<file path="src/hdl/fambm_pkg.sv">
/*
 * Shared constants for the queue access and buffer move interpreter:
 * instruction codes, interpreter states, widths and reset values.
 * Assumes a byte-level front end that decodes the serial instruction.
 */
package fambm_pkg;

    localparam int DATA_W    = 8;
    localparam int ADDR_W    = 12;
    localparam int CNT_W     = 8;
    localparam int TXQ_DEPTH = 8;
    localparam int NUM_SLOTS = 2;

    localparam logic [DATA_W-1:0] FIRST_OCCUPANCY = 8'h00;
    localparam logic [DATA_W-1:0] RESP_RESET      = 8'h00;
    localparam logic [DATA_W-1:0] EMPTY_READ      = 8'h00;
    localparam logic [CNT_W-1:0]  LAST_BYTE       = 8'h01;
    localparam logic [CNT_W-1:0]  NO_BYTES        = 8'h00;
    localparam logic [DATA_W-1:0] NOISE_SEED      = 8'h01;
    localparam logic [5:0]        STATUS_PAD      = 6'h00;
    localparam logic [ADDR_W-1:0] MEM_LIMIT_DEF   = 12'hfff;

    typedef enum logic [1:0] {
        INSTR_APPEND    = 2'h0,
        INSTR_RANDOM    = 2'h1,
        INSTR_MOVE      = 2'h2,
        INSTR_READ_COPY = 2'h3
    } fambm_instr_type;

    typedef enum logic [4:0] {
        ST_IDLE       = 5'h01,
        ST_APPEND     = 5'h02,
        ST_RANDOM     = 5'h04,
        ST_COPY_COUNT = 5'h08,
        ST_COPY_DATA  = 5'h10
    } fambm_state_type;

endpackage : fambm_pkg

</file>
<file path="src/hdl/fambm_fifo.sv">
/*
 * Transmit queue: synchronous FIFO, valid/ready on both sides, with count.
 * Assumes a single clock and a synchronous active-high reset.
 */
`timescale 1ns/1ns
module fambm_fifo #(
    parameter int WIDTH = 8,
    parameter int DEPTH = 8
) (
    input  wire logic                       i_clk,
    input  wire logic                       i_reset,
    input  wire logic                       i_in_valid,
    input  wire logic [WIDTH-1:0]           i_in_data,
    output logic                            o_in_ready,
    output logic                            o_out_valid,
    output logic [WIDTH-1:0]                o_out_data,
    input  wire logic                       i_out_ready,
    output logic [$clog2(DEPTH+1)-1:0]      o_count
);

    localparam int PW = (DEPTH > 1) ? $clog2(DEPTH) : 1;
    localparam int CW = $clog2(DEPTH + 1);

    initial begin
        if (DEPTH < 2 || WIDTH < 1) begin
            $error("fambm_fifo: DEPTH must be at least 2");
        end
    end

    logic [WIDTH-1:0] mem_q [DEPTH];
    logic [PW-1:0]    wr_q;
    logic [PW-1:0]    rd_q;
    logic [CW-1:0]    cnt_q;
    logic             out_valid_q;
    logic [WIDTH-1:0] out_data_q;
    wire              push = i_in_valid && o_in_ready;
    wire              pop  = o_out_valid && i_out_ready;
    wire [PW-1:0]     wr_nx = (wr_q == PW'(DEPTH - 1)) ? '0 : wr_q + 1'b1;
    wire [PW-1:0]     rd_nx = (rd_q == PW'(DEPTH - 1)) ? '0 : rd_q + 1'b1;
    // Head after this edge: a stored word, or the pushed one if none is left
    wire [PW-1:0]     rd_d  = pop ? rd_nx : rd_q;
    wire              rest  = pop ? (cnt_q > CW'(1)) : (cnt_q != '0);

    assign o_in_ready  = (cnt_q != CW'(DEPTH));
    assign o_out_valid = out_valid_q;
    assign o_out_data  = out_data_q;
    assign o_count     = cnt_q;

    always_ff @(posedge i_clk) begin
        if (push) begin
            mem_q[wr_q] <= i_in_data;
        end
    end

    always_ff @(posedge i_clk) begin
        if (i_reset) begin
            wr_q  <= '0;
            rd_q  <= '0;
            cnt_q <= '0;
            out_valid_q <= 1'b0;
            out_data_q  <= '0;
        end else begin
            out_valid_q <= rest || push;
            out_data_q  <= rest ? mem_q[rd_d] : i_in_data;
            if (push) begin
                wr_q <= wr_nx;
            end
            if (pop) begin
                rd_q <= rd_nx;
            end
            if (push && !pop) begin
                cnt_q <= cnt_q + 1'b1;
            end else if (pop && !push) begin
                cnt_q <= cnt_q - 1'b1;
            end
        end
    end

endmodule : fambm_fifo

</file>
<file path="src/hdl/fambm_noise_byte.sv">
/*
 * Random byte source: folds a receiver noise bit into an 8-bit LFSR.
 * Assumes the noise bit comes from logic on the same clock.
 */
`timescale 1ns/1ns
module fambm_noise_byte (
    input  wire logic                        i_clk,
    input  wire logic                        i_reset,
    input  wire logic                        i_noise_bit,
    output logic [fambm_pkg::DATA_W-1:0]     o_value
);

    logic [fambm_pkg::DATA_W-1:0] lfsr_q;
    wire                          fb = lfsr_q[7] ^ lfsr_q[5] ^ lfsr_q[4]
                                     ^ lfsr_q[3] ^ i_noise_bit;

    assign o_value = lfsr_q;

    always_ff @(posedge i_clk) begin
        if (i_reset) begin
            lfsr_q <= fambm_pkg::NOISE_SEED;
        end else begin
            lfsr_q <= {lfsr_q[6:0], fb};
        end
    end

endmodule : fambm_noise_byte

</file>
<file path="src/hdl/fambm_core.sv">
/*
 * Instruction interpreter for transmit queue append, random read,
 * receive queue read-and-copy and prioritised receive queue moves.
 * Assumes a byte front end on the same clock, an external receive
 * queue that pops one cycle after o_rxq_pop, and a memory write port.
 */
// Operation
// RULE1: Host avoids read-and-copy while a move runs; copy then wins.
// RULE2: Append bytes after the opcode to the transmit queue tail.
// RULE3: Each append byte answers occupancy before the push; first is zero.
// RULE4: Append into a full transmit queue raises overflow.
// RULE5: Random read returns status then one fresh noise byte per transfer.
// RULE6: Move count oldest receive bytes into memory from start address.
// RULE7: Priority operand zero selects low slot, one selects high slot.
// RULE8: Receive queue empty before completion raises move timeout. With timeout control set, the code waits for i_frame_done before raising it.
// RULE9: Remaining count of an unfinished move is readable.
// RULE10: High move with timeout control set blocks other unit work.
// RULE11: Every ended move raises its priority's done event.
// RULE12: Move request to an active slot raises slot busy.
// RULE13: Read-and-copy pops bytes to host and writes them to memory.
// RULE14: Low and high slots hold one pending move each.
`timescale 1ns/1ns
module fambm_core #(
    parameter int                  TXQ_DEPTH = fambm_pkg::TXQ_DEPTH,
    parameter logic [11:0]         MEM_LIMIT = fambm_pkg::MEM_LIMIT_DEF
) (
    input  wire logic              i_clk,
    input  wire logic              i_reset,
    input  wire logic              i_instr_start,
    input  wire logic [1:0]        i_instr_code,
    input  wire logic              i_instr_end,
    input  wire logic              i_byte_valid,
    input  wire logic [7:0]        i_byte_data,
    input  wire logic              i_move_prio,
    input  wire logic [11:0]       i_move_addr,
    input  wire logic [7:0]        i_move_count,
    input  wire logic [11:0]       i_copy_addr,
    input  wire logic              i_rx_timeout_ctrl,
    input  wire logic              i_frame_done,
    input  wire logic              i_noise_bit,
    input  wire logic              i_rxq_valid,
    input  wire logic [7:0]        i_rxq_data,
    input  wire logic [7:0]        i_rxq_count,
    output logic                   o_rxq_pop,
    output logic                   o_txq_valid,
    output logic [7:0]             o_txq_data,
    input  wire logic              i_txq_ready,
    output logic                   o_mem_we,
    output logic [11:0]            o_mem_addr,
    output logic [7:0]             o_mem_wdata,
    output logic                   o_resp_valid,
    output logic [7:0]             o_resp_data,
    output logic [7:0]             o_move_remaining,
    output logic                   o_dpu_blocked,
    output logic                   o_tx_overflow_exc,
    output logic                   o_move_timeout_exc,
    output logic                   o_low_prio_done_exc,
    output logic                   o_high_prio_done_exc,
    output logic                   o_slot_busy_exc,
    output logic                   o_bad_operand_exc,
    output logic                   o_bad_address_exc
);

    localparam int CW = $clog2(TXQ_DEPTH + 1);

    initial begin
        if (TXQ_DEPTH < 2 || TXQ_DEPTH > 255) begin
            $error("fambm_core: TXQ_DEPTH must lie in 2..255");
        end
    end

    ////////////////////////////////////////////////////////////////////////
    // Declarations

    fambm_pkg::fambm_state_type state_q;
    fambm_pkg::fambm_state_type state_d;
    logic [11:0]   copy_addr_q;
    logic          pop_wait_q;
    logic [1:0]    act_q;
    logic [1:0]    tim_q;
    logic [11:0]   addr_q [2];
    logic [7:0]    cnt_q  [2];
    logic          rxq_pop_q;
    logic          mem_we_q;
    logic [11:0]   mem_addr_q;
    logic [7:0]    mem_wdata_q;
    logic          resp_valid_q;
    logic [7:0]    resp_data_q;
    logic [7:0]    remaining_q;
    logic          blocked_q;
    logic [6:0]    exc_q;
    logic          txq_in_ready;
    logic [CW-1:0] txq_count;
    logic [7:0]    rand_value;

    ////////////////////////////////////////////////////////////////////////
    // Instruction decode

    wire st_append = (state_q == fambm_pkg::ST_APPEND);
    wire st_random = (state_q == fambm_pkg::ST_RANDOM);
    wire st_ccount = (state_q == fambm_pkg::ST_COPY_COUNT);
    wire st_cdata  = (state_q == fambm_pkg::ST_COPY_DATA);
    wire is_move   = i_instr_start &&
                     (i_instr_code == fambm_pkg::INSTR_MOVE);
    wire [7:0] status_byte = {fambm_pkg::STATUS_PAD, act_q[1], act_q[0]};
    wire [7:0] occupancy   = 8'(txq_count);

    wire append_byte = i_byte_valid && st_append && !i_instr_start;
    wire txq_push    = append_byte && txq_in_ready;           // RULE2
    wire tx_overflow = append_byte && !txq_in_ready;          // RULE4
    wire rand_byte   = i_byte_valid && st_random && !i_instr_start;
    wire ccount_byte = i_byte_valid && st_ccount && !i_instr_start;
    wire cdata_byte  = i_byte_valid && st_cdata && !i_instr_start;
    wire copy_take   = cdata_byte && i_rxq_valid && !pop_wait_q; // RULE1

    ////////////////////////////////////////////////////////////////////////
    // Move request checks

    wire [12:0] move_last = {1'b0, i_move_addr} + {5'h00, i_move_count}
                            - 13'h0001;
    wire req_busy  = is_move && act_q[i_move_prio];            // RULE12
    wire req_opnd  = is_move && !req_busy &&
                     (i_move_count == fambm_pkg::NO_BYTES);
    wire req_addr  = is_move && !req_busy && !req_opnd &&
                     (move_last > {1'b0, MEM_LIMIT});
    wire req_ok    = is_move && !req_busy && !req_opnd && !req_addr;

    ////////////////////////////////////////////////////////////////////////
    // Move engine: high slot is served before low slot

    wire       eng_sel  = act_q[1];                             // RULE7
    wire       eng_act  = act_q[eng_sel];
    wire [7:0] eng_cnt  = cnt_q[eng_sel];
    wire       eng_can  = eng_act && !pop_wait_q && !copy_take; // RULE1
    wire       eng_step = eng_can && i_rxq_valid;               // RULE6
    wire       eng_to   = eng_can && !i_rxq_valid &&
                          (!tim_q[eng_sel] || i_frame_done);    // RULE8
    wire       eng_last = eng_step && (eng_cnt == fambm_pkg::LAST_BYTE);
    wire       eng_fin  = eng_to || eng_last;
    wire       pop_now  = eng_step || copy_take;

    genvar s;
    generate
        for (s = 0; s < fambm_pkg::NUM_SLOTS; s++) begin : g_slot
            wire load = req_ok && (i_move_prio == 1'(s));      // RULE14
            wire step = eng_step && (eng_sel == 1'(s));
            wire fin  = eng_fin && (eng_sel == 1'(s));
            always_ff @(posedge i_clk) begin
                if (i_reset) begin
                    act_q[s]  <= 1'b0;
                    tim_q[s]  <= 1'b0;
                    addr_q[s] <= '0;
                    cnt_q[s]  <= '0;
                end else if (load) begin
                    act_q[s]  <= 1'b1;
                    tim_q[s]  <= i_rx_timeout_ctrl;
                    addr_q[s] <= i_move_addr;
                    cnt_q[s]  <= i_move_count;
                end else begin
                    if (step) begin
                        addr_q[s] <= addr_q[s] + 12'h001;
                        cnt_q[s]  <= cnt_q[s] - 8'h01;
                    end
                    if (fin) begin
                        act_q[s] <= 1'b0;
                    end
                end
            end
        end
    endgenerate

    ////////////////////////////////////////////////////////////////////////
    // Next values

    wire [11:0] mem_addr_d  = copy_take ? copy_addr_q : addr_q[eng_sel];
    wire        blocked_d   = act_q[1] && tim_q[1];             // RULE10
    wire [7:0]  remaining_d = eng_to ? eng_cnt : fambm_pkg::NO_BYTES;
    wire [6:0]  exc_d = {req_addr, req_opnd, req_busy,
                         eng_fin && eng_sel,                    // RULE11
                         eng_fin && !eng_sel,                   // RULE11
                         eng_to, tx_overflow};

    always_comb begin
        state_d = state_q;
        if (i_instr_start) begin
            case (i_instr_code)
                fambm_pkg::INSTR_APPEND:    state_d = fambm_pkg::ST_APPEND;
                fambm_pkg::INSTR_RANDOM:    state_d = fambm_pkg::ST_RANDOM;
                fambm_pkg::INSTR_READ_COPY: state_d = fambm_pkg::ST_COPY_COUNT;
                default:                    state_d = fambm_pkg::ST_IDLE;
            endcase
        end else if (i_instr_end) begin
            state_d = fambm_pkg::ST_IDLE;
        end else if (ccount_byte) begin
            state_d = fambm_pkg::ST_COPY_DATA;
        end
    end

    wire [7:0] resp_d =
        i_instr_start ? status_byte :
        append_byte   ? occupancy :                             // RULE3
        rand_byte     ? rand_value :                            // RULE5
        ccount_byte   ? i_rxq_count :
        copy_take     ? i_rxq_data :                            // RULE13
                        fambm_pkg::EMPTY_READ;
    wire resp_v_d = i_instr_start || append_byte || rand_byte ||
                    ccount_byte || cdata_byte;

    ////////////////////////////////////////////////////////////////////////
    // Registers

    always_ff @(posedge i_clk) begin
        if (i_reset) begin
            state_q     <= fambm_pkg::ST_IDLE;
            copy_addr_q <= '0;
        end else begin
            state_q <= state_d;
            if (i_instr_start) begin
                copy_addr_q <= i_copy_addr;
            end else if (copy_take) begin
                copy_addr_q <= copy_addr_q + 12'h001;           // RULE13
            end
        end
    end

    always_ff @(posedge i_clk) begin
        if (i_reset) begin
            pop_wait_q  <= 1'b0;
            rxq_pop_q   <= 1'b0;
            mem_we_q    <= 1'b0;
            mem_addr_q  <= '0;
            mem_wdata_q <= '0;
        end else begin
            pop_wait_q  <= pop_now;
            rxq_pop_q   <= pop_now;
            mem_we_q    <= pop_now;                             // RULE6
            mem_addr_q  <= mem_addr_d;
            mem_wdata_q <= i_rxq_data;
        end
    end

    always_ff @(posedge i_clk) begin
        if (i_reset) begin
            resp_valid_q <= 1'b0;
            resp_data_q  <= fambm_pkg::RESP_RESET;
            remaining_q  <= fambm_pkg::NO_BYTES;
            blocked_q    <= 1'b0;
            exc_q        <= '0;
        end else begin
            resp_valid_q <= resp_v_d;
            resp_data_q  <= resp_d;
            blocked_q    <= blocked_d;
            exc_q        <= exc_d;
            if (eng_fin) begin
                remaining_q <= remaining_d;                     // RULE9
            end
        end
    end

    ////////////////////////////////////////////////////////////////////////
    // Submodules and outputs

    fambm_fifo #(
        .WIDTH (fambm_pkg::DATA_W),
        .DEPTH (TXQ_DEPTH)
    ) u_txq (
        .i_clk       (i_clk),
        .i_reset     (i_reset),
        .i_in_valid  (txq_push),
        .i_in_data   (i_byte_data),
        .o_in_ready  (txq_in_ready),
        .o_out_valid (o_txq_valid),
        .o_out_data  (o_txq_data),
        .i_out_ready (i_txq_ready),
        .o_count     (txq_count)
    );

    fambm_noise_byte u_rand (
        .i_clk       (i_clk),
        .i_reset     (i_reset),
        .i_noise_bit (i_noise_bit),
        .o_value     (rand_value)
    );

    assign o_rxq_pop            = rxq_pop_q;
    assign o_mem_we             = mem_we_q;
    assign o_mem_addr           = mem_addr_q;
    assign o_mem_wdata          = mem_wdata_q;
    assign o_resp_valid         = resp_valid_q;
    assign o_resp_data          = resp_data_q;
    assign o_move_remaining     = remaining_q;
    assign o_dpu_blocked        = blocked_q;
    assign o_tx_overflow_exc    = exc_q[0];
    assign o_move_timeout_exc   = exc_q[1];
    assign o_low_prio_done_exc  = exc_q[2];
    assign o_high_prio_done_exc = exc_q[3];
    assign o_slot_busy_exc      = exc_q[4];
    assign o_bad_operand_exc    = exc_q[5];
    assign o_bad_address_exc    = exc_q[6];

endmodule : fambm_core

</file>
<file path="config.mk">
export PLATFORM = sky130hd
export DESIGN_NAME = fambm_core
export DESIGN_NICKNAME = d
export VERILOG_FILES = /design/src/hdl/fambm_pkg.sv /design/src/hdl/fambm_fifo.sv /design/src/hdl/fambm_noise_byte.sv /design/src/hdl/fambm_core.sv
export SDC_FILE = /design/constraint.sdc
export NUM_CORES = 1
export LEC_CHECK = 0
export ABC_AREA = 1
export BUFFER_PORTS_ARGS = -buffer_cell sky130_fd_sc_hd__buf_2
export CORE_MARGIN = 8
export CORE_UTILIZATION = 40
export CTS_CLUSTER_DIAMETER = 200
export DETAILED_ROUTE_END_ITERATION = 10
export SLEW_MARGIN = 10
export SYNTH_ARGS = -nofsm -noshare
export SYNTH_HDL_FRONTEND = slang
export SYNTH_SLANG_ARGS = --single-unit
</file>
<file path="constraint.sdc">
create_clock -name i_clk -period 2.75 [get_ports i_clk]
set_input_delay 0 -clock i_clk [delete_from_list [all_inputs] [get_ports i_clk]]
set_output_delay 0 -clock i_clk [all_outputs]
set_load 0.05 [all_outputs]
</file>
==> results.toml <==
[route]
m1WireLength_um = 11900
post_drt_wl_per_cell_um = 16.1
drc = 0
first_pass_iters = 5
num_vias = 8311
wl_met3_um = 1430
ant_nets = 0
vias_per_cell = 5.02
drtIter0Drc = 595
routed_wl_um = 26700
top_layer = "met4"
dr_wl_met2_um = 12900

[final_layout]
diodes = 0
areaGrowthSynthToFinish_pct = 23.0
layoutNonFillerInstCount = 1657
final_nets = 1421
layout-drive-gt1-share_pct = 18.1
final_util_pct = 49.9
final_area_um2 = 12100

[timing]
final-hold-violation-count = 0
fmax_ghz = 0.404
worst_pin_slew_ns = 0.742
finalSetupViolations = 0
min_period_ns = 2.48
maxSlewHeadroom_pct = 50.3
rsz0062_at_grt = "no"
slew_violations = 0
tns_ns = 0
fin_skew_ns = 0.00839
fin_crit_sh_pct = 90.1

[global_routing]
grt_usage_pct = 17.8
grt_overflow_total = 0
grt_pass1_wl_um = 43500
grt_pass1_vias = 8335
grt_antenna_before_repair = 0
grt_max_degree = 34

[yosys]
synth_edf_count = 104
postSynth.asyncResetShare_pct = 0
synth.most_common_cell = "nand2_1"
yosys.area.top_type_share_pct = 31.8
ys_seq_area_share_pct = 51.1
synth.net_count = 1230
ys_types = 49
ys_ff_latch = 199
yosys_most_used_dff = "edfxtp_1"
synth_area_per_cell_um2 = 8.71
synth_common_cells = "nand2_1 (262), inv_1 (134), edfxtp_1 (104)"
synthTopCellsByArea = "edfxtp_1 (32%), dfxtp_1 (19%), nand2_1 (10%), inv_1 (5.1%), nand3_1 (4.9%)"
syn_area_um2 = 9830
ys_warn_count = 0
postSynthCellCount = 1129
yosys.area.top_type = "edfxtp_1"

[die]
coreArea_um2 = 24200
ioPinCount = 125
die_w_um = 173
die_y_um = 173
die_area_um2 = 29900
start_util_pct = 40.5
num_rows = 57

[power_and_ir_drop]
power_density_nw_per_um2 = 568
p_leak_nw = 5.36
total_power_mw = 6.86
irDropWorstVdd_uv = 319

[clock_tree]
htree_num_levels = 4
cts_buffers = 17
cts_sinks = 199
cts-root-buf = "clkbuf_16"
insertion_delay_ns = 0.44
clockBufferDepth = 2
cts_tree = "yes"
cts_setup_buffers = 0
cts.clk_slew.worst_paths_ns = 0.08

[critical_path]
critPathLaunchType = "input port"
cp.required_ns = 3.05
path_class = "input port to flop"
crit_arrival_ns = 2.77
critPathTopFamily = "buffers and inverters"
path_cells = "dlygate4sd3_1 -> buf_2 -> inv_1 -> ha_1 -> inv_1 -> ha_1 -> nand2_1 -> nor2_1 -> nand3_1 -> nand3_1 -> nand2_1 -> nand2_1 -> nand4_2 -> buf_12 -> a21oi_2"
cp_num_buf_inv = 5
cp_max_fo = 12
crit_top_cell = "nand2_1"
end_kind = "flop"
critPathMaxStageDelay_ns = 0.52
crit_path_top_delay_cell = "dlygate4sd3_1"

[place]
port_buffers = 124
dpl_cell_area_um2 = 10800
post-place-cells = 1554
place_congestion = 0.866
dp_hpwl_um = 19400

[job]
maxCapViolCount = 0

[hold_path]
min_path_type = "input port to flop"

[run_status]
outcome = "completed"
[final cells by class]
class / instances / area [µm²]
Multi-Input combinational cell: 739 / 3990
Inverter: 146 / 548
Timing Repair Buffer: 217 / 1510
Fill cell: 2310 / 12200
Clock inverter: 15 / 190
Tap cell: 324 / 405
Clock buffer: 17 / 425
Sequential cell: 199 / 5020
[logic make-up (layout without fill, tap and decap cells)]
group           Yosys count  after routing  share of synthesized area [%]
xor+xnor                 37             37                           3.30
compound gates          158            158                           9.95
buf+inv                 191            395                           8.32
simple gates            512            512                           23.3
fa+ha+maj                32             32                           4.07
flops                   199            199                           51.1
[repair_timing]
| item | 4_1_cts | 5_1_grt |
|---|---|---|
| gates resized for setup | 0 | 1 |
| hold endpoints to repair | 125 | 0 |
| hold buffers | 71 | 0 |
| endpoints found under the setup margin | 0 | 1 |
[tightest hold or removal path, cell delays in order]
cell	delay (ns)
buf_2	0.10
inv_1	0.04
nor2_1	0.07
nand2_1	0.12
a21oi_1	0.07
[per-stage QoR]
step | worst slack [ns] | hold WS, ns
finish | 0.273 | 0.0158
CTS | 0.201 | 0.00209
floorplan | 0.345 | 0.0779
detailed placement | 0.352 | 0.222
global route | 0.0351 | 0.0264
global placement | 0.398 | 0.219
[state kept, by name, summed over array words and instances (netlist names), 4 cells and up, named ones only]
register	cells
u_txq.o_out_data	8
o_mem_wdata	8
exc_q	7
addr_q	24
o_move_remaining	8
state_q	5
u_txq.mem_q	64
copy_addr_q	12
o_resp_data	8
o_mem_addr	12
u_txq.o_count	4
u_rand.o_value	8
cnt_q	16
[placed cells by master, fill, tap and decap left out, types with 2 or more instances in the layout]
master	Yosys	final
nand2_2	2	3
clkinvlp_4	0	2
nor3_1	16	16
nand4_1	32	32
nor4_1	2	2
nor2_1	74	74
a21oi_2	19	19
bufinv_16	0	2
a21oi_1	23	23
o211ai_1	4	4
inv_6	0	4
nor2_4	2	2
buf_2	21	124
a31oi_1	13	13
inv_2	12	12
o31ai_1	2	2
or2_2	12	12
a211oi_1	4	4
buf_4	6	21
clkbuf_16	0	17
xor2_1	23	23
nor3_2	2	2
o21ai_1	13	13
dfxtp_1	95	95
a22oi_1	3	3
nand2_4	2	2
nand2_1	262	261
xnor2_1	14	14
dlygate4sd3_1	0	71
inv_1	134	134
ha_1	32	32
clkinv_8	0	2
nor2_2	4	4
inv_8	0	3
edfxtp_1	104	104
o21ai_0	63	63
nand3_1	96	96
o221ai_1	5	5
[final timing paths]
check / startpoint / end / slack (ns) / cells past startpoint
worst max-delay path: i_move_count[7] / addr_q[1][9] / 0.27 / 15
worst min-delay path: i_byte_valid / state_q[4] / 0.02 / 5
worst min register to register: u_rand.o_value[2] / u_rand.o_value[3] / 0.43 / 2
worst max register to register: state_q[4] / u_txq.mem_q[2][3] / 0.36 / 7
[per-layer routing]
metal	vias up	track usage, %
met2	244	30.0
met4	0	5.03
met3	29	3.59
met5	-	0
met1	3897	22.9
li1	4141	-
[power by group]
part	leakage [nW]	switching [mW]	internal [mW]	total (mW)
Sequential	1.77	0.0667	3.21	3.28
Combinational	3.29	0.649	0.335	0.985
Clock	0.296	1.21	1.39	2.60
Total	5.36	1.93	4.94	6.86
Note: power is estimated with default switching activity, not from simulation.
